`config.mk`:
```
export PLATFORM = sky130hd
export DESIGN_NAME = timer2_waveform_output_control
export DESIGN_NICKNAME = d
export VERILOG_FILES = /design/src/hdl/timer2_wave_pkg.sv /design/src/hdl/timer2_waveform_output_control.sv
export SDC_FILE = /design/constraint.sdc
export NUM_CORES = 1
export LEC_CHECK = 0
export BUFFER_PORTS_ARGS = -buffer_cell sky130_fd_sc_hd__buf_2
export CAP_MARGIN = 20
export CORE_ASPECT_RATIO = 0.9
export CORE_MARGIN = 2
export CORE_UTILIZATION = 50
export CTS_CLUSTER_DIAMETER = 80
export CTS_CLUSTER_SIZE = 40
export DETAILED_ROUTE_END_ITERATION = 7
export GPL_TIMING_DRIVEN = 0
export HOLD_SLACK_MARGIN = 0.06
export PLACE_DENSITY = 0.74
export SLEW_MARGIN = 10
export SYNTH_ARGS = -nofsm -noshare
export SYNTH_HDL_FRONTEND = slang
export SYNTH_SLANG_ARGS = --single-unit
```
`constraint.sdc`:
```
create_clock -name mclk -period 3.4 [get_ports mclk]
set_input_delay 0.34 -clock mclk [delete_from_list [all_inputs] [get_ports mclk]]
set_output_delay 0.34 -clock mclk [all_outputs]
set_load 0.01 [all_outputs]
```
`src/hdl/timer2_wave_pkg.sv`:
```
// Constants, codes and state layout for the timer 2 waveform output block.
package timer2_wave_pkg;

  // Register byte offsets.
  localparam logic [7:0] OFF_CTRL_A  = 8'h00;
  localparam logic [7:0] OFF_CTRL_B  = 8'h04;
  localparam logic [7:0] OFF_CMP_A   = 8'h08;
  localparam logic [7:0] OFF_CMP_B   = 8'h0c;
  localparam logic [7:0] OFF_COUNT   = 8'h10;
  localparam logic [7:0] OFF_STATUS  = 8'h14;
  localparam logic [7:0] OFF_CLEAR   = 8'h18;
  localparam logic [7:0] OFF_ENABLE  = 8'h1c;

  // Field positions.
  localparam int ACT_A_LSB   = 6;
  localparam int ACT_B_LSB   = 4;
  localparam int MODE_LO_LSB = 0;
  localparam int TOP_BIT_POS = 3;
  localparam int RUN_POS     = 0;
  localparam int ST_OVF      = 0;
  localparam int ST_MATCH_A  = 1;
  localparam int ST_MATCH_B  = 2;

  // Reset values, masks, counter limits and step.
  localparam logic [7:0] CTRL_A_RESET   = 8'h00;
  localparam logic [7:0] CTRL_A_RW_MASK = 8'hf3;
  localparam logic [7:0] CMP_RESET      = 8'h00;
  localparam logic [7:0] COUNT_RESET    = 8'h00;
  localparam logic [7:0] COUNT_MAX      = 8'hff;
  localparam logic [7:0] COUNT_BOTTOM   = 8'h00;
  localparam logic [7:0] COUNT_STEP     = 8'h01;

  // Waveform mode codes.
  localparam logic [2:0] MODE_NORMAL   = 3'h0;
  localparam logic [2:0] MODE_PHASE_FF = 3'h1;
  localparam logic [2:0] MODE_MATCH_CLR = 3'h2;
  localparam logic [2:0] MODE_FAST_FF  = 3'h3;
  localparam logic [2:0] MODE_PHASE_A  = 3'h5;
  localparam logic [2:0] MODE_FAST_A   = 3'h7;

  // Output action codes.
  localparam logic [1:0] ACT_OFF    = 2'h0;
  localparam logic [1:0] ACT_TOGGLE = 2'h1;
  localparam logic [1:0] ACT_CLEAR  = 2'h2;
  localparam logic [1:0] ACT_SET    = 2'h3;

  // Bus answers.
  localparam logic [1:0] RESP_OKAY   = 2'h0;
  localparam logic [1:0] RESP_SLVERR = 2'h2;

  typedef enum logic [3:0] {
    WAVE_NON_PWM  = 4'b0001,
    WAVE_FAST     = 4'b0010,
    WAVE_PHASE    = 4'b0100,
    WAVE_RESERVED = 4'b1000
  } wave_class_type;

  typedef struct packed {
    logic [7:0]      ctrl_a;
    logic            top_bit;
    logic            run;
    logic [1:0][7:0] ocr_buf;
    logic [1:0][7:0] ocr;
    logic [7:0]      cnt;
    logic            down;
    logic [1:0]      wave;
    logic [2:0]      status;
    logic [2:0]      enable;
    logic            aw_held;
    logic [7:0]      awaddr;
    logic            w_held;
    logic [7:0]      wdata;
    logic            wstrb0;
    logic            bvalid;
    logic [1:0]      bresp;
    logic            rvalid;
    logic [7:0]      rdata;
    logic [1:0]      rresp;
  } state_type;

endpackage : timer2_wave_pkg

```
`src/hdl/timer2_waveform_output_control.sv`:
```
// Timer 2 counter, waveform mode decode and compare output pins behind AXI4-Lite.
`timescale 1ns/100ps
`default_nettype none

module timer2_waveform_output_control #(
  parameter int ADDR_W = 8
) (
  // Clock and reset.
  input  wire logic              mclk,
  input  wire logic              rst_b,
  // AXI4-Lite write channels.
  input  wire logic [ADDR_W-1:0] s_axi_awaddr,
  input  wire logic              s_axi_awvalid,
  output var  logic              s_axi_awready,
  input  wire logic [31:0]       s_axi_wdata,
  input  wire logic [3:0]        s_axi_wstrb,
  input  wire logic              s_axi_wvalid,
  output var  logic              s_axi_wready,
  output var  logic [1:0]        s_axi_bresp,
  output var  logic              s_axi_bvalid,
  input  wire logic              s_axi_bready,
  // AXI4-Lite read channels.
  input  wire logic [ADDR_W-1:0] s_axi_araddr,
  input  wire logic              s_axi_arvalid,
  output var  logic              s_axi_arready,
  output var  logic [31:0]       s_axi_rdata,
  output var  logic [1:0]        s_axi_rresp,
  output var  logic              s_axi_rvalid,
  input  wire logic              s_axi_rready,
  // Ordinary port logic for the two pins.
  input  wire logic              port_data_a,
  input  wire logic              port_dir_a,
  input  wire logic              port_data_b,
  input  wire logic              port_dir_b,
  // Pin drivers and interrupt.
  output var  logic              pin_a_out,
  output var  logic              pin_a_oe,
  output var  logic              pin_b_out,
  output var  logic              pin_b_oe,
  output var  logic              irq
);

  initial begin
    if (ADDR_W < 8) begin
      $error("ADDR_W must be at least 8");
    end
  end

  timer2_wave_pkg::state_type      state;
  timer2_wave_pkg::state_type      next_state;
  timer2_wave_pkg::wave_class_type wave_class;

  logic [2:0] mode_code;
  logic [1:0] act_a;
  logic [1:0] act_b;
  logic [7:0] top_value;
  logic       top_is_a;
  logic       tick;
  logic       at_top;
  logic       at_bottom;
  logic       aw_hs;
  logic       w_hs;
  logic       ar_hs;
  logic       wr_go;
  logic [7:0] wr_addr;
  logic [7:0] wr_data;
  logic       wr_strb;
  logic [7:0] rd_addr;
  logic       cnt_written;
  logic [2:0] events;
  logic [2:0] clear_mask;
  logic [1:0] match;

  assign mode_code = {state.top_bit, state.ctrl_a[timer2_wave_pkg::MODE_LO_LSB +: 2]};
  assign act_a     = state.ctrl_a[timer2_wave_pkg::ACT_A_LSB +: 2];
  assign act_b     = state.ctrl_a[timer2_wave_pkg::ACT_B_LSB +: 2];

  // Mode 2, 5 and 7 take their top from compare value A.
  assign top_is_a  = (mode_code == timer2_wave_pkg::MODE_MATCH_CLR) ||
                     (mode_code == timer2_wave_pkg::MODE_PHASE_A) ||
                     (mode_code == timer2_wave_pkg::MODE_FAST_A);
  assign top_value = top_is_a ? state.ocr[0] : timer2_wave_pkg::COUNT_MAX;

  always_comb begin
    case (mode_code)
      timer2_wave_pkg::MODE_NORMAL,
      timer2_wave_pkg::MODE_MATCH_CLR: wave_class = timer2_wave_pkg::WAVE_NON_PWM;
      timer2_wave_pkg::MODE_FAST_FF,
      timer2_wave_pkg::MODE_FAST_A:   wave_class = timer2_wave_pkg::WAVE_FAST;
      timer2_wave_pkg::MODE_PHASE_FF,
      timer2_wave_pkg::MODE_PHASE_A:  wave_class = timer2_wave_pkg::WAVE_PHASE;
      default:                        wave_class = timer2_wave_pkg::WAVE_RESERVED;
    endcase
  end

  // Bus handshakes.
  assign s_axi_awready = !state.aw_held && !state.bvalid;
  assign s_axi_wready  = !state.w_held && !state.bvalid;
  assign s_axi_arready = !state.rvalid;
  assign aw_hs   = s_axi_awvalid && s_axi_awready;
  assign w_hs    = s_axi_wvalid && s_axi_wready;
  assign ar_hs   = s_axi_arvalid && s_axi_arready;
  assign wr_go   = (state.aw_held || aw_hs) && (state.w_held || w_hs);
  assign wr_addr = state.aw_held ? state.awaddr : {s_axi_awaddr[7:2], 2'b00};
  assign wr_data = state.w_held ? state.wdata : s_axi_wdata[7:0];
  assign wr_strb = state.w_held ? state.wstrb0 : s_axi_wstrb[0];
  assign rd_addr = {s_axi_araddr[7:2], 2'b00};

  assign cnt_written = wr_go && wr_strb && (wr_addr == timer2_wave_pkg::OFF_COUNT);

  // A counter write removes the compare and overflow events of that cycle.
  assign tick      = state.run && (wave_class != timer2_wave_pkg::WAVE_RESERVED) && !cnt_written;
  assign at_top    = state.cnt == top_value;
  assign at_bottom = state.cnt == timer2_wave_pkg::COUNT_BOTTOM;
  assign match[0]  = tick && (state.cnt == state.ocr[0]);
  assign match[1]  = tick && (state.cnt == state.ocr[1]);

  always_comb begin
    events = 3'h0;
    events[timer2_wave_pkg::ST_MATCH_A] = match[0];
    events[timer2_wave_pkg::ST_MATCH_B] = match[1];
    case (wave_class)
      timer2_wave_pkg::WAVE_NON_PWM: begin
        events[timer2_wave_pkg::ST_OVF] = tick && (state.cnt == timer2_wave_pkg::COUNT_MAX);
      end
      timer2_wave_pkg::WAVE_FAST: begin
        if (mode_code == timer2_wave_pkg::MODE_FAST_A) begin
          events[timer2_wave_pkg::ST_OVF] = tick && at_top;
        end else begin
          events[timer2_wave_pkg::ST_OVF] = tick && (state.cnt == timer2_wave_pkg::COUNT_MAX);
        end
      end
      timer2_wave_pkg::WAVE_PHASE: begin
        events[timer2_wave_pkg::ST_OVF] = tick && state.down && at_bottom;
      end
      default: begin
        events[timer2_wave_pkg::ST_OVF] = 1'b0;
      end
    endcase
  end

  always_comb begin
    logic [1:0] act;
    logic       eq_top;
    logic       hit;
    logic       pwm_write;
    act       = 2'h0;
    eq_top    = 1'b0;
    hit       = 1'b0;
    pwm_write = 1'b0;
    next_state = state;
    clear_mask = 3'h0;

    // Counter sequence.
    if (cnt_written) begin
      next_state.cnt = wr_data;
    end else if (tick) begin
      case (wave_class)
        timer2_wave_pkg::WAVE_PHASE: begin
          if (!state.down) begin
            if (at_top) begin
              next_state.down = 1'b1;
              next_state.cnt  = state.cnt - timer2_wave_pkg::COUNT_STEP;
            end else begin
              next_state.cnt  = state.cnt + timer2_wave_pkg::COUNT_STEP;
            end
          end else if (at_bottom) begin
            next_state.down = 1'b0;
            next_state.cnt  = state.cnt + timer2_wave_pkg::COUNT_STEP;
          end else begin
            next_state.cnt  = state.cnt - timer2_wave_pkg::COUNT_STEP;
          end
        end
        default: begin
          next_state.cnt = at_top ? timer2_wave_pkg::COUNT_BOTTOM :
                           state.cnt + timer2_wave_pkg::COUNT_STEP;
        end
      endcase
    end
    if (wave_class != timer2_wave_pkg::WAVE_PHASE) begin
      next_state.down = 1'b0;
    end

    // Buffered compare values move to the active copies.
    if (tick && wave_class == timer2_wave_pkg::WAVE_PHASE && at_top && !state.down) begin
      next_state.ocr = state.ocr_buf;
    end
    if (tick && wave_class == timer2_wave_pkg::WAVE_FAST && at_top) begin
      next_state.ocr = state.ocr_buf;
    end

    // Output waveforms, one pass per channel.
    for (int ch = 0; ch < 2; ch++) begin
      act    = (ch == 0) ? act_a : act_b;
      eq_top = state.ocr[ch] == top_value;
      // At equality with top the match is ignored and the action is taken at top.
      hit    = (act[1] && eq_top) ? (tick && at_top) : match[ch];
      case (wave_class)
        timer2_wave_pkg::WAVE_NON_PWM: begin
          if (match[ch]) begin
            case (act)
              timer2_wave_pkg::ACT_TOGGLE: next_state.wave[ch] = !state.wave[ch];
              timer2_wave_pkg::ACT_CLEAR:  next_state.wave[ch] = 1'b0;
              timer2_wave_pkg::ACT_SET:    next_state.wave[ch] = 1'b1;
              default:                     next_state.wave[ch] = state.wave[ch];
            endcase
          end
        end
        timer2_wave_pkg::WAVE_FAST: begin
          if (act[1]) begin
            if (tick && at_bottom) begin
              next_state.wave[ch] = !act[0];
            end
            if (hit) begin
              next_state.wave[ch] = act[0];
            end
          end else if (ch == 0 && act == timer2_wave_pkg::ACT_TOGGLE && state.top_bit &&
                       match[ch]) begin
            next_state.wave[ch] = !state.wave[ch];
          end
        end
        timer2_wave_pkg::WAVE_PHASE: begin
          if (act[1]) begin
            if (hit) begin
              next_state.wave[ch] = state.down ? !act[0] : act[0];
            end
          end else if (ch == 0 && act == timer2_wave_pkg::ACT_TOGGLE && state.top_bit &&
                       match[ch]) begin
            next_state.wave[ch] = !state.wave[ch];
          end
        end
        default: begin
          next_state.wave[ch] = state.wave[ch];
        end
      endcase
    end

    // Write channel.
    if (aw_hs && !wr_go) begin
      next_state.aw_held = 1'b1;
      next_state.awaddr  = {s_axi_awaddr[7:2], 2'b00};
    end
    if (w_hs && !wr_go) begin
      next_state.w_held = 1'b1;
      next_state.wdata  = s_axi_wdata[7:0];
      next_state.wstrb0 = s_axi_wstrb[0];
    end
    if (state.bvalid && s_axi_bready) begin
      next_state.bvalid = 1'b0;
    end
    if (wr_go) begin
      next_state.aw_held = 1'b0;
      next_state.w_held  = 1'b0;
      next_state.bvalid  = 1'b1;
      next_state.bresp   = timer2_wave_pkg::RESP_OKAY;
      pwm_write = (wave_class == timer2_wave_pkg::WAVE_FAST) ||
                  (wave_class == timer2_wave_pkg::WAVE_PHASE);
      case (wr_addr)
        timer2_wave_pkg::OFF_CTRL_A: begin
          if (wr_strb) begin
            next_state.ctrl_a = wr_data & timer2_wave_pkg::CTRL_A_RW_MASK;
          end
        end
        timer2_wave_pkg::OFF_CTRL_B: begin
          if (wr_strb) begin
            next_state.top_bit = wr_data[timer2_wave_pkg::TOP_BIT_POS];
            next_state.run     = wr_data[timer2_wave_pkg::RUN_POS];
          end
        end
        timer2_wave_pkg::OFF_CMP_A,
        timer2_wave_pkg::OFF_CMP_B: begin
          if (wr_strb) begin
            next_state.ocr_buf[wr_addr[2]] = wr_data;
            if (!pwm_write) begin
              next_state.ocr[wr_addr[2]] = wr_data;
            end
          end
        end
        timer2_wave_pkg::OFF_COUNT,
        timer2_wave_pkg::OFF_STATUS: begin
          next_state.bresp = timer2_wave_pkg::RESP_OKAY;
        end
        timer2_wave_pkg::OFF_CLEAR: begin
          if (wr_strb) begin
            clear_mask = wr_data[2:0];
          end
        end
        timer2_wave_pkg::OFF_ENABLE: begin
          if (wr_strb) begin
            next_state.enable = wr_data[2:0];
          end
        end
        default: begin
          next_state.bresp = timer2_wave_pkg::RESP_SLVERR;
        end
      endcase
    end

    // An event in the cycle of its clear keeps the flag set.
    next_state.status = (state.status & ~clear_mask) | events;

    // Read channel.
    if (state.rvalid && s_axi_rready) begin
      next_state.rvalid = 1'b0;
    end
    if (ar_hs) begin
      next_state.rvalid = 1'b1;
      next_state.rresp  = timer2_wave_pkg::RESP_OKAY;
      next_state.rdata  = 8'h00;
      case (rd_addr)
        timer2_wave_pkg::OFF_CTRL_A: next_state.rdata = state.ctrl_a;
        timer2_wave_pkg::OFF_CTRL_B: begin
          next_state.rdata[timer2_wave_pkg::TOP_BIT_POS] = state.top_bit;
          next_state.rdata[timer2_wave_pkg::RUN_POS]     = state.run;
        end
        timer2_wave_pkg::OFF_CMP_A:  next_state.rdata = state.ocr_buf[0];
        timer2_wave_pkg::OFF_CMP_B:  next_state.rdata = state.ocr_buf[1];
        timer2_wave_pkg::OFF_COUNT:  next_state.rdata = state.cnt;
        timer2_wave_pkg::OFF_STATUS: next_state.rdata = {5'h00, state.status};
        timer2_wave_pkg::OFF_CLEAR:  next_state.rdata = 8'h00;
        timer2_wave_pkg::OFF_ENABLE: next_state.rdata = {5'h00, state.enable};
        default:                     next_state.rresp = timer2_wave_pkg::RESP_SLVERR;
      endcase
    end
  end

  always_ff @(posedge mclk or negedge rst_b) begin
    if (!rst_b) begin
      state <= '0;
    end else begin
      state <= next_state;
    end
  end

  assign s_axi_bvalid = state.bvalid;
  assign s_axi_bresp  = state.bresp;
  assign s_axi_rvalid = state.rvalid;
  assign s_axi_rresp  = state.rresp;
  assign s_axi_rdata  = {24'h000000, state.rdata};

  // A nonzero action takes the pin; the driver follows the port direction.
  assign pin_a_out = (act_a != timer2_wave_pkg::ACT_OFF) ? state.wave[0] : port_data_a;
  assign pin_a_oe  = port_dir_a;
  assign pin_b_out = (act_b != timer2_wave_pkg::ACT_OFF) ? state.wave[1] : port_data_b;
  assign pin_b_oe  = port_dir_b;
  assign irq       = |(state.status & state.enable);

  chk_pin_a_take: assert property (@(posedge mclk) disable iff (!rst_b)
    (act_a != 2'h0) |-> (pin_a_out == state.wave[0] && pin_a_oe == port_dir_a))
    else $error("output A does not hold the pin");

  chk_pin_b_take: assert property (@(posedge mclk) disable iff (!rst_b)
    (act_b != 2'h0) |-> (pin_b_out == state.wave[1] && pin_b_oe == port_dir_b))
    else $error("output B does not hold the pin");

  chk_toggle_a_plain: assert property (@(posedge mclk) disable iff (!rst_b)
    (wave_class == timer2_wave_pkg::WAVE_NON_PWM && act_a == 2'h1 && match[0])
    |=> (state.wave[0] != $past(state.wave[0])))
    else $error("output A missed its toggle");

  chk_fast_a_bottom: assert property (@(posedge mclk) disable iff (!rst_b)
    (wave_class == timer2_wave_pkg::WAVE_FAST && act_a == 2'h2 && tick && at_bottom &&
     !match[0]) |=> state.wave[0])
    else $error("fast output A not set at bottom");

  chk_phase_a_down: assert property (@(posedge mclk) disable iff (!rst_b)
    (wave_class == timer2_wave_pkg::WAVE_PHASE && act_a == 2'h2 && state.down && match[0] &&
     state.ocr[0] != top_value) |=> state.wave[0])
    else $error("phase output A not set on down match");

  chk_top_a_act: assert property (@(posedge mclk) disable iff (!rst_b)
    (wave_class == timer2_wave_pkg::WAVE_FAST && act_a == 2'h3 && tick && at_top &&
     state.ocr[0] == top_value) |=> state.wave[0])
    else $error("output A not set at top");

  chk_fast_b_reserved: assert property (@(posedge mclk) disable iff (!rst_b)
    (wave_class != timer2_wave_pkg::WAVE_NON_PWM && act_b == 2'h1 &&
     $stable(wave_class) && $stable(act_b)) |=> $stable(state.wave[1]))
    else $error("reserved B action moved the output");

  chk_reserved_zero: assert property (@(posedge mclk) disable iff (!rst_b)
    state.ctrl_a[3:2] == 2'h0)
    else $error("reserved control bits not zero");

  chk_reserved_hold: assert property (@(posedge mclk) disable iff (!rst_b)
    (mode_code == 3'h4 || mode_code == 3'h6) && !cnt_written |=> $stable(state.cnt))
    else $error("counter ran in a reserved mode");

  chk_normal_ovf: assert property (@(posedge mclk) disable iff (!rst_b)
    (mode_code == 3'h0 && tick && state.cnt == 8'hff)
    |=> (state.status[0] && state.cnt == 8'h00))
    else $error("normal mode overflow wrong");

  chk_phase_ovf: assert property (@(posedge mclk) disable iff (!rst_b)
    (wave_class == timer2_wave_pkg::WAVE_PHASE && tick && state.down && at_bottom)
    |=> (state.status[0] && !state.down))
    else $error("phase mode bottom flag wrong");

  chk_fast_load: assert property (@(posedge mclk) disable iff (!rst_b)
    (wave_class == timer2_wave_pkg::WAVE_FAST && tick && at_top)
    |=> (state.ocr == $past(state.ocr_buf) && state.cnt == 8'h00))
    else $error("fast mode did not load at bottom");

endmodule : timer2_waveform_output_control

`default_nettype wire

```
==> impl_metrics.env, run 1 <==
export IMPL_syn_avg_cell_area_sq_um=9.30
export IMPL_clk_pin_slew_worst_paths_ns=0.07
export IMPL_synthAdderAreaFrac_pct=0.939
export IMPL_diodes=0
export IMPL_drv_cap=0
export IMPL_min_period_ns=3.12
export IMPL_vias=4575
export IMPL_critPathArrivalTime_ns=3.30
export IMPL_cp_required_ns=3.58
export IMPL_fillers=880
export IMPL_core_sq_mm=0.0103
export IMPL_ys_warn_count=0
export IMPL_crit_top_cell="mux2i_1"
export IMPL_yosysMostFrequentCell="dfrtp_1"
export IMPL_synth_top_area_share_pct=40.4
export IMPL_die_x_um=113
export IMPL_grt_pass1_vias=4384
export IMPL_hpwl_um=10400
export IMPL_setup_tns_ns=0
export IMPL_synth_seq_area_share_pct=40.4
export IMPL_power_density_mw_per_mm2=677
export IMPL_drive_gt1_share_pct=21.1
export IMPL_finalHoldViolCount=0
export IMPL_drt_pass1_iter_count=7
export IMPL_tightest_slew_ns=0.994
export IMPL_netlist_top_cell_by_area="dfrtp_1"
export IMPL_yosysUniqueCellTypes=55
export IMPL_wl_met2_um=6440
export IMPL_criticalPathCategory="reg2reg"
export IMPL_antenna_found_initial=0
export IMPL_leakagePower_nw=2.73
export IMPL_wire_per_inst_um=18.0
export IMPL_fmax_mhz=320
export IMPL_multiInputGateArea_sq_mm=0.00275
export IMPL_grt_pass1_wl_um=22900
export IMPL_async_flop_share_pct=100
export IMPL_finalCritPeriodShare_pct=91.9
export IMPL_dr_wl_met3_um=1190
export IMPL_yosys_area_share_simple_pct=15.0
export IMPL_whs_path_depth=2
export IMPL_netlist_instances=573
export IMPL_clk_path_buf_depth=2
export IMPL_drc=0
export IMPL_cp_slowest_cell="clkbuf_1"
export IMPL_cts_root_buf="clkbuf_16"
export IMPL_setup_violations=0
export IMPL_synth_compound_area_share_pct=15.8
export IMPL_cp_num_buf_inv=4
export IMPL_via_per_inst=5.77
export IMPL_synth_area_leaders="dfrtp_1, mux2i_1, mux2_2, buf_4, o21ai_0"
export IMPL_h_tree_depth=3
export IMPL_die_area_sq_mm=0.0115
export IMPL_clock_latency_ns=0.35
export IMPL_cp_start_kind="flop"
export IMPL_wirelength_um=14300
export IMPL_drt_iter0_drc=401
export IMPL_routabilityCongestion=0.964
export IMPL_synth_edf_count=0
export IMPL_ant_nets=0
export IMPL_peakVddDrop_mv=0.519
export IMPL_synthFlopType="dfrtp_1"
export IMPL_rsz0062_at_grt="false"
export IMPL_rows=35
export IMPL_skew_ns=0.00587
export IMPL_tritoncts="built"
export IMPL_cts_buffers=9
export IMPL_max_slew_margin_rel_pct=31.8
export IMPL_path_depth=10
export IMPL_synthMuxAreaShare_pct=14.3
export IMPL_area_growth_syn_to_layout_pct=15.9
export IMPL_die_h_um=102
export IMPL_synth_area_sq_mm=0.00533
export IMPL_crit_fanout=10
export IMPL_ys_ff_latch=86
export IMPL_synth_commonest_cells="dfrtp_1, nand2_1, mux2i_1"
export IMPL_wl_met1_um=6370
export IMPL_hp_class="in2reg"
export IMPL_clock_sinks=86
export IMPL_status="finished clean"
export IMPL_synth_top_family_by_area="compound AO/OA/AOI/OAI gates"
export IMPL_crit_family="buffers and inverters"
export IMPL_nets=726
export IMPL_maxSlewViolCount=0
export IMPL_worst_r2r_path_depth=10
export IMPL_regArea_sq_mm=0.00215
export IMPL_grt_usage_pct=25.7
export IMPL_start_util_pct=51.8
export IMPL_total_power_w=0.00418
export IMPL_cp_end_kind="flop"
export IMPL_grt_remaining_overflow=0
export IMPL_boundaryPins=109
export IMPL_synth_xor_area_share_pct=3.61
export IMPL_highest_layer="met4"
export IMPL_crit_chain="clkbuf_1 -> inv_1 -> a22o_1 -> a221o_1 -> nor4b_4 -> o2111a_1 -> buf_6 -> buf_12 -> mux2i_1 -> mux2i_1"
export IMPL_grt_max_degree=47
export IMPL_slowest_delay_ns=0.49
export IMPL_portBuffers=47
-- registers in the layout, indices dropped and copies added (netlist names) --
name          flops
s_axi_rvalid      1
s_axi_bvalid      1
act_a             2
mode_code         3
s_axi_rdata       8
state            67
s_axi_bresp       1
act_b             2
s_axi_rresp       1
-- worst paths after layout --
| kind | slack (ns) | startpoint | to |
|---|---|---|---|
| worst max register to register | 0.28 | state[47] | state[63] |
| min in group asynchronous | 0.53 | rst_b | state[21] |
| worst min-delay path | 0.18 | s_axi_rready | s_axi_rvalid |
| worst max-delay path | 0.28 | state[47] | state[63] |
| max in group asynchronous | 2.24 | rst_b | s_axi_rdata[1] |
| worst min register to register | 0.48 | s_axi_rresp[1] | s_axi_rresp[1] |
-- per-layer routing --
| metal | global-route usage, % | vias up |
|---|---|---|
| met5 | 0 | - |
| met4 | 7.79 | 0 |
| met3 | 7.00 | 24 |
| met2 | 40.5 | 207 |
| met1 | 35.1 | 2186 |
| li1 | - | 2158 |
-- placed cells by master (no fill, tap or decap), types with 4 or more instances in the layout --
cell	netlist	layout
inv_1	18	18
nor3_1	9	9
dfrtp_1	86	86
mux2_2	27	27
conb_1	1	26
and3_1	5	5
xnor2_1	19	19
a22oi_1	8	8
buf_4	38	39
mux2i_1	46	46
nor4_1	4	4
a21oi_1	34	34
clkbuf_16	0	9
ha_1	4	4
a32oi_1	4	4
nor2b_1	4	4
and2_1	5	5
buf_2	3	50
nand2_1	50	50
nand3_1	13	13
nor3b_1	7	7
a22o_1	7	7
clkbuf_1	27	27
a31oi_1	5	5
o21ai_0	38	38
nand2b_1	5	5
nand4_1	8	8
nor2_1	45	45
o22ai_1	4	4
-- stage by stage --
step	cells	utilization [%]	area, sq um	hold WS (ns)	worst slack [ns]
global placement	774	56.6	5820	0.467	0.337
CTS	792	60.0	6170	0.171	0.359
floorplan	598	-	5430	0.0444	0.852
finish	793	60.0	6180	0.177	0.277
detailed placement	775	56.9	5850	0.378	0.385
global route	793	60.0	6180	0.176	0.0950
-- power breakdown --
| part | switching, W | internal (W) | leakage, nW |
|---|---|---|---|
| clock network | 0.000454 | 0.000586 | 0.150 |
| logic | 0.000985 | 0.000640 | 1.46 |
| registers | 0.000226 | 0.00129 | 1.12 |
| total | 0.00166 | 0.00252 | 2.73 |
-- worst register-to-register path, delay by kind of cell (launching register included) --
family | cells | cell delay [ns]
flip-flops | 1 | 0.33
AND/OR/NAND/NOR | 1 | 0.30
multiplexers | 2 | 0.30
AO/OA/AOI/OAI | 3 | 0.95
buffers and inverters | 4 | 1.08
-- cells by family after synthesis --
group,Yosys count
simple gates,163
compound gates,132
buf+inv,92
flops,86
mux,73
xor+xnor,22
fa+ha+maj,4
other cells,1
-- repair_timing --
action / CTS / global route
hold buffers: 1 / 0
setup buffers: 0 / 0
endpoints found under the hold margin: 40 / 0
gates resized for setup: 0 / 0
-- area by class of cell --
type	count	share of cell area, %
tap	129	2.61
sequential	86	34.8
clock buffer	9	3.65
inverter	18	1.09
buffer	74	7.37
multi-input combinational	420	44.5
clock inverter	7	1.40
timing repair buffer	50	4.54
Note: power is estimated with default switching activity, not from simulation.
==> run 2: changes to the inputs <==
--- a/config.mk
+++ b/config.mk
@@ -16,6 +16,7 @@
 export GPL_TIMING_DRIVEN = 0
 export HOLD_SLACK_MARGIN = 0.06
 export PLACE_DENSITY = 0.74
+export REMOVE_ABC_BUFFERS = 1
 export SLEW_MARGIN = 10
 export SYNTH_ARGS = -nofsm -noshare
 export SYNTH_HDL_FRONTEND = slang
==> impl_metrics.env, run 2 (same netlist as run 1, synthesis figures left out) <==
export IMPL_highest_layer="met4"
export IMPL_h_tree_depth=3
export IMPL_ant_nets=0
export IMPL_drt_pass1_iter_count=8
export IMPL_placed_cell_area_sq_mm=0.00540
export IMPL_clock_sinks=86
export IMPL_rows=35
export IMPL_swShare_pct=38.6
export IMPL_min_period_ns=3.24
export IMPL_die_area_sq_mm=0.0115
export IMPL_area_growth_syn_to_layout_pct=8.10
export IMPL_cts_buffers=9
export IMPL_status="finished clean"
export IMPL_cp_start_kind="flop"
export IMPL_skew_ns=0.00657
export IMPL_placed_cells=702
export IMPL_wirelength_um=13200
export IMPL_setup_tns_ns=0
export IMPL_seq_power_share_pct=42.8
export IMPL_boundaryPins=109
export IMPL_internal_power_w=0.00251
export IMPL_grt_remaining_overflow=0
export IMPL_drive_gt1_share_pct=16.8
export IMPL_holdWs_ns=0.182
export IMPL_regMostFlops="state"
export IMPL_critPathArrivalTime_ns=3.41
export IMPL_via_per_inst=6.09
export IMPL_start_util_pct=51.8
export IMPL_finish_instance_area_sq_mm=0.00576
export IMPL_final_cell_mix="dfrtp_1, nand2_1, mux2i_1, buf_2, nor2_1"
export IMPL_max_slew_margin_rel_pct=33.4
export IMPL_routabilityCongestion=0.886
export IMPL_dr_wl_met3_um=985
export IMPL_crit_fanout=17
export IMPL_cp_end_kind="flop"
export IMPL_wire_per_inst_um=18.4
export IMPL_finalHoldViolCount=0
export IMPL_leakagePower_nw=2.47
export IMPL_p_sw_w=0.00158
export IMPL_grt_pass1_wl_um=21300
export IMPL_clk_path_buf_depth=2
export IMPL_diodes=0
export IMPL_largest_reg_flops=67
export IMPL_tritoncts="built"
export IMPL_core_sq_mm=0.0103
export IMPL_cts_root_buf="clkbuf_16"
export IMPL_final_util_pct=56.0
export IMPL_die_h_um=102
export IMPL_portBuffers=47
export IMPL_peakVddDrop_mv=0.478
export IMPL_p_comb_share_pct=30.8
export IMPL_tightest_slew_ns=0.990
export IMPL_clockPowerShare_pct=26.3
export IMPL_nets=653
export IMPL_layout_cells_non_filler=720
export IMPL_fmax_mhz=309
export IMPL_wl_met1_um=5940
export IMPL_drt_iter0_drc=374
export IMPL_hp_class="in2reg"
export IMPL_die_x_um=113
export IMPL_finalCritPeriodShare_pct=95.2
export IMPL_grt_max_degree=46
export IMPL_hpwl_um=9440
export IMPL_drc=0
export IMPL_cp_required_ns=3.58
export IMPL_criticalPathCategory="reg2reg"
export IMPL_mostFrequentLayoutCell="dfrtp_1"
export IMPL_maxSlewViolCount=0
export IMPL_antenna_found_initial=0
export IMPL_clk_pin_slew_worst_paths_ns=0.07
export IMPL_setup_violations=0
export IMPL_wl_met2_um=6040
export IMPL_vias=4383
export IMPL_grt_usage_pct=23.8
export IMPL_grt_pass1_vias=4107
export IMPL_power_density_mw_per_mm2=711
export IMPL_drv_cap=0
export IMPL_clock_latency_ns=0.35
export IMPL_rsz0062_at_grt="false"
==> run 2: changes by cell type in the layout (fill, tap and decap cells not counted), sizes merged <==
cell      previous run  this run
clkbuf              36         9
bufinv               1         2
clkinvlp             1         0
inv                 22        21
clkinv               1         2
buf                 96        50
==> run 2: area by class of cell <==
cell class / instances / area [sq um]
timing repair buffer: 51 / 295
sequential: 86 / 2150
fill: 905 / 4530
multi-input combinational: 420 / 2760
clock buffer: 9 / 225
inverter: 18 / 67.6
tap: 129 / 161
clock inverter: 7 / 103
==> run 2: critical path: stages (launching register included) <==
cell	delay, ns
dfrtp_1	0.61
or3b_4	0.49
a22o_1	0.21
a221o_1	0.37
nor4b_4	0.58
o2111a_2	0.34
buf_12	0.18
mux2i_1	0.20
mux2i_1	0.10
==> run 2: routing by layer <==
| metal | GRT usage [%] | up-vias |
|---|---|---|
| li1 | - | 2028 |
| met1 | 33.3 | 2123 |
| met2 | 38.0 | 207 |
| met3 | 4.27 | 25 |
| met4 | 7.50 | 0 |
| met5 | 0 | - |
==> run 2: repair_timing <==
item,in CTS,in global routing
buffers inserted,0,1
hold endpoints to repair,44,0
endpoints found under the setup margin,16,16
hold buffers,1,0
resized for setup,2,2
gates cloned,0,0
pin swaps,0,1
==> run 2: path summary, 6_finish.rpt <==
kind                       cells past startpoint             end           start  slack [ns]
max                                            8       state[64]    mode_code[0]        0.16
min                                            2    s_axi_bvalid    s_axi_bready        0.18
max reg2reg                                    8       state[64]    mode_code[0]        0.16
min reg2reg                                    2  s_axi_rresp[1]  s_axi_rresp[1]        0.48
max in group asynchronous                      3       state[65]           rst_b        2.23
min in group asynchronous                      2       state[39]           rst_b        0.54
==> run 2: through the flow <==
stage | setup WS, ns | power (W)
CTS | 0.00312 | 0.00408
global placement | -0.452 | 0.00293
finish | 0.164 | 0.00410
detailed placement | -0.289 | 0.00299
global route | 0.00931 | 0.00433
floorplan | 0.299 | 0.00252
==> run 2: power by group through the flow <==
stage / logic [W] / clock network [W] / registers (W)
5_1_grt: 0.00140 / 0.00114 / 0.00179
3_3_place_gp: 0.00120 / 0 / 0.00173
6_report: 0.00126 / 0.00108 / 0.00175
4_1_cts: 0.00125 / 0.00109 / 0.00174
2_1_floorplan: 0.000919 / 0 / 0.00160
3_5_place_dp: 0.00124 / 0 / 0.00175
==> run 3: changes to the inputs <==
==> constraint.sdc (replaced) <==
create_clock -name mclk -period 3.4 [get_ports mclk]
set_input_delay 0.17 -clock mclk [delete_from_list [all_inputs] [get_ports mclk]]
set_output_delay 0.17 -clock mclk [all_outputs]
set_load 0.01 [all_outputs]
==> impl_metrics.env, run 3 (same netlist as run 1, synthesis figures left out) <==
export IMPL_leakagePower_nw=2.48
export IMPL_cp_required_ns=3.58
export IMPL_clock_latency_ns=0.34
export IMPL_wirelength_um=13300
export IMPL_diodes=0
export IMPL_nets=655
export IMPL_largest_reg_flops=67
export IMPL_h_tree_depth=3
export IMPL_criticalPathCategory="reg2reg"
export IMPL_routabilityCongestion=0.886
export IMPL_power_density_mw_per_mm2=710
export IMPL_start_util_pct=51.8
export IMPL_crit_top_cell="mux2i_1"
export IMPL_die_area_sq_mm=0.0115
export IMPL_status="finished clean"
export IMPL_via_per_inst=6.07
export IMPL_finalCritPeriodShare_pct=95.4
export IMPL_clock_sinks=86
export IMPL_boundaryPins=109
export IMPL_ant_nets=0
export IMPL_final_cell_mix="dfrtp_1, nand2_1, mux2i_1, buf_2, nor2_1"
export IMPL_grt_remaining_overflow=0
export IMPL_die_x_um=113
export IMPL_finish_instance_area_sq_mm=0.00578
export IMPL_antenna_found_initial=0
export IMPL_crit_chain="or3b_4 -> a22o_1 -> a221o_1 -> nor4b_4 -> o2111a_2 -> buf_12 -> mux2i_1 -> mux2i_1"
export IMPL_crit_fanout=17
export IMPL_area_growth_syn_to_layout_pct=8.47
export IMPL_final_util_pct=56.2
export IMPL_min_period_ns=3.24
export IMPL_rrSetupSlack_ns=0.16
export IMPL_holdWs_ns=0.0723
export IMPL_cp_start_kind="flop"
export IMPL_peakVddDrop_mv=0.478
export IMPL_hp_class="in2reg"
export IMPL_grt_pass1_wl_um=21400
export IMPL_mostFrequentLayoutCell="dfrtp_1"
export IMPL_fillers=901
export IMPL_clk_path_buf_depth=2
export IMPL_maxSlewViolCount=0
export IMPL_die_h_um=102
export IMPL_portBuffers=47
export IMPL_wire_per_inst_um=18.4
export IMPL_finalHoldViolCount=0
export IMPL_tritoncts="built"
export IMPL_drt_iter0_drc=325
export IMPL_multiInputGateArea_sq_mm=0.00276
export IMPL_drt_pass1_iter_count=5
export IMPL_max_slew_margin_rel_pct=33.2
export IMPL_regArea_sq_mm=0.00215
export IMPL_drive_gt1_share_pct=16.7
export IMPL_layout_cells_non_filler=722
export IMPL_tightest_slew_ns=0.992
export IMPL_cp_slowest_cell="dfrtp_1"
export IMPL_setup_violations=0
export IMPL_grt_usage_pct=23.9
export IMPL_cts_buffers=9
export IMPL_rows=35
export IMPL_cts_root_buf="clkbuf_16"
export IMPL_regMostFlops="state"
export IMPL_cp_end_kind="flop"
export IMPL_drv_cap=0
export IMPL_grt_max_degree=46
export IMPL_placed_cells=702
export IMPL_vias=4384
export IMPL_core_sq_mm=0.0103
export IMPL_drc=0
export IMPL_fmax_mhz=308
export IMPL_setup_tns_ns=0
export IMPL_rsz0062_at_grt="false"
export IMPL_slowest_delay_ns=0.61
export IMPL_hpwl_um=9440
export IMPL_placed_cell_area_sq_mm=0.00540
export IMPL_critPathArrivalTime_ns=3.42
export IMPL_grt_pass1_vias=4129
export IMPL_skew_ns=0.00720
export IMPL_clk_pin_slew_worst_paths_ns=0.07
run 3: worst paths after layout:
path                                start              to  cells after the start
setup / recovery             mode_code[0]       state[64]                      8
hold / removal             s_axi_wdata[3]       state[18]                      2
setup reg to reg             mode_code[0]       state[64]                      8
hold reg to reg            s_axi_rresp[1]  s_axi_rresp[1]                      2
max in group asynchronous           rst_b       state[65]                      3
min in group asynchronous           rst_b       state[39]                      2
run 3: layout make-up:
cell class	instances	area share (%)
tap	129	2.79
sequential	86	37.2
multi-input combinational	420	47.7
clock buffer	9	3.89
timing repair buffer	53	5.45
inverter	18	1.17
clock inverter	7	1.77
run 3: per-layer routing:
| layer | wire [um] | track usage [%] | vias to the layer above |
|---|---|---|---|
| li1 | - | - | 2022 |
| met2 | 6050 | 38.3 | 221 |
| met5 | 0 | 0 | - |
| met4 | 255 | 7.60 | 0 |
| met3 | 1150 | 4.27 | 22 |
| met1 | 5850 | 33.3 | 2119 |
run 3: per-stage QoR:
stage               power, W  worst slack, ns
floorplan            0.00252            0.299
global placement     0.00293           -0.452
detailed placement   0.00299           -0.289
CTS                  0.00408          0.00312
global route         0.00433          0.00931
finish               0.00411            0.155
run 3: worst max-delay path: cells and delay by family, from the launching register on:
| family | cells | cell delay [ns] |
|---|---|---|
| multiplexers | 2 | 0.31 |
| buffers and inverters | 1 | 0.17 |
| AO/OA/AOI/OAI | 3 | 0.92 |
| AND/OR/NAND/NOR | 2 | 1.06 |
| flip-flops | 1 | 0.61 |
run 3: report_power, final:
group	total [W]	switching, W	leakage [nW]	internal (W)
registers	0.00176	0.000468	1.12	0.00129
logic	0.00127	0.000695	1.20	0.000575
clock network	0.00108	0.000427	0.162	0.000654
run 3: what timing repair did:
action                                  in CTS  in global routing
buffers inserted                             0                  1
hold buffers                                 3                  0
hold endpoints to repair                    46                  0
endpoints found under the setup margin      16                 16
pin swaps                                    0                  1
resized for setup                            2                  2
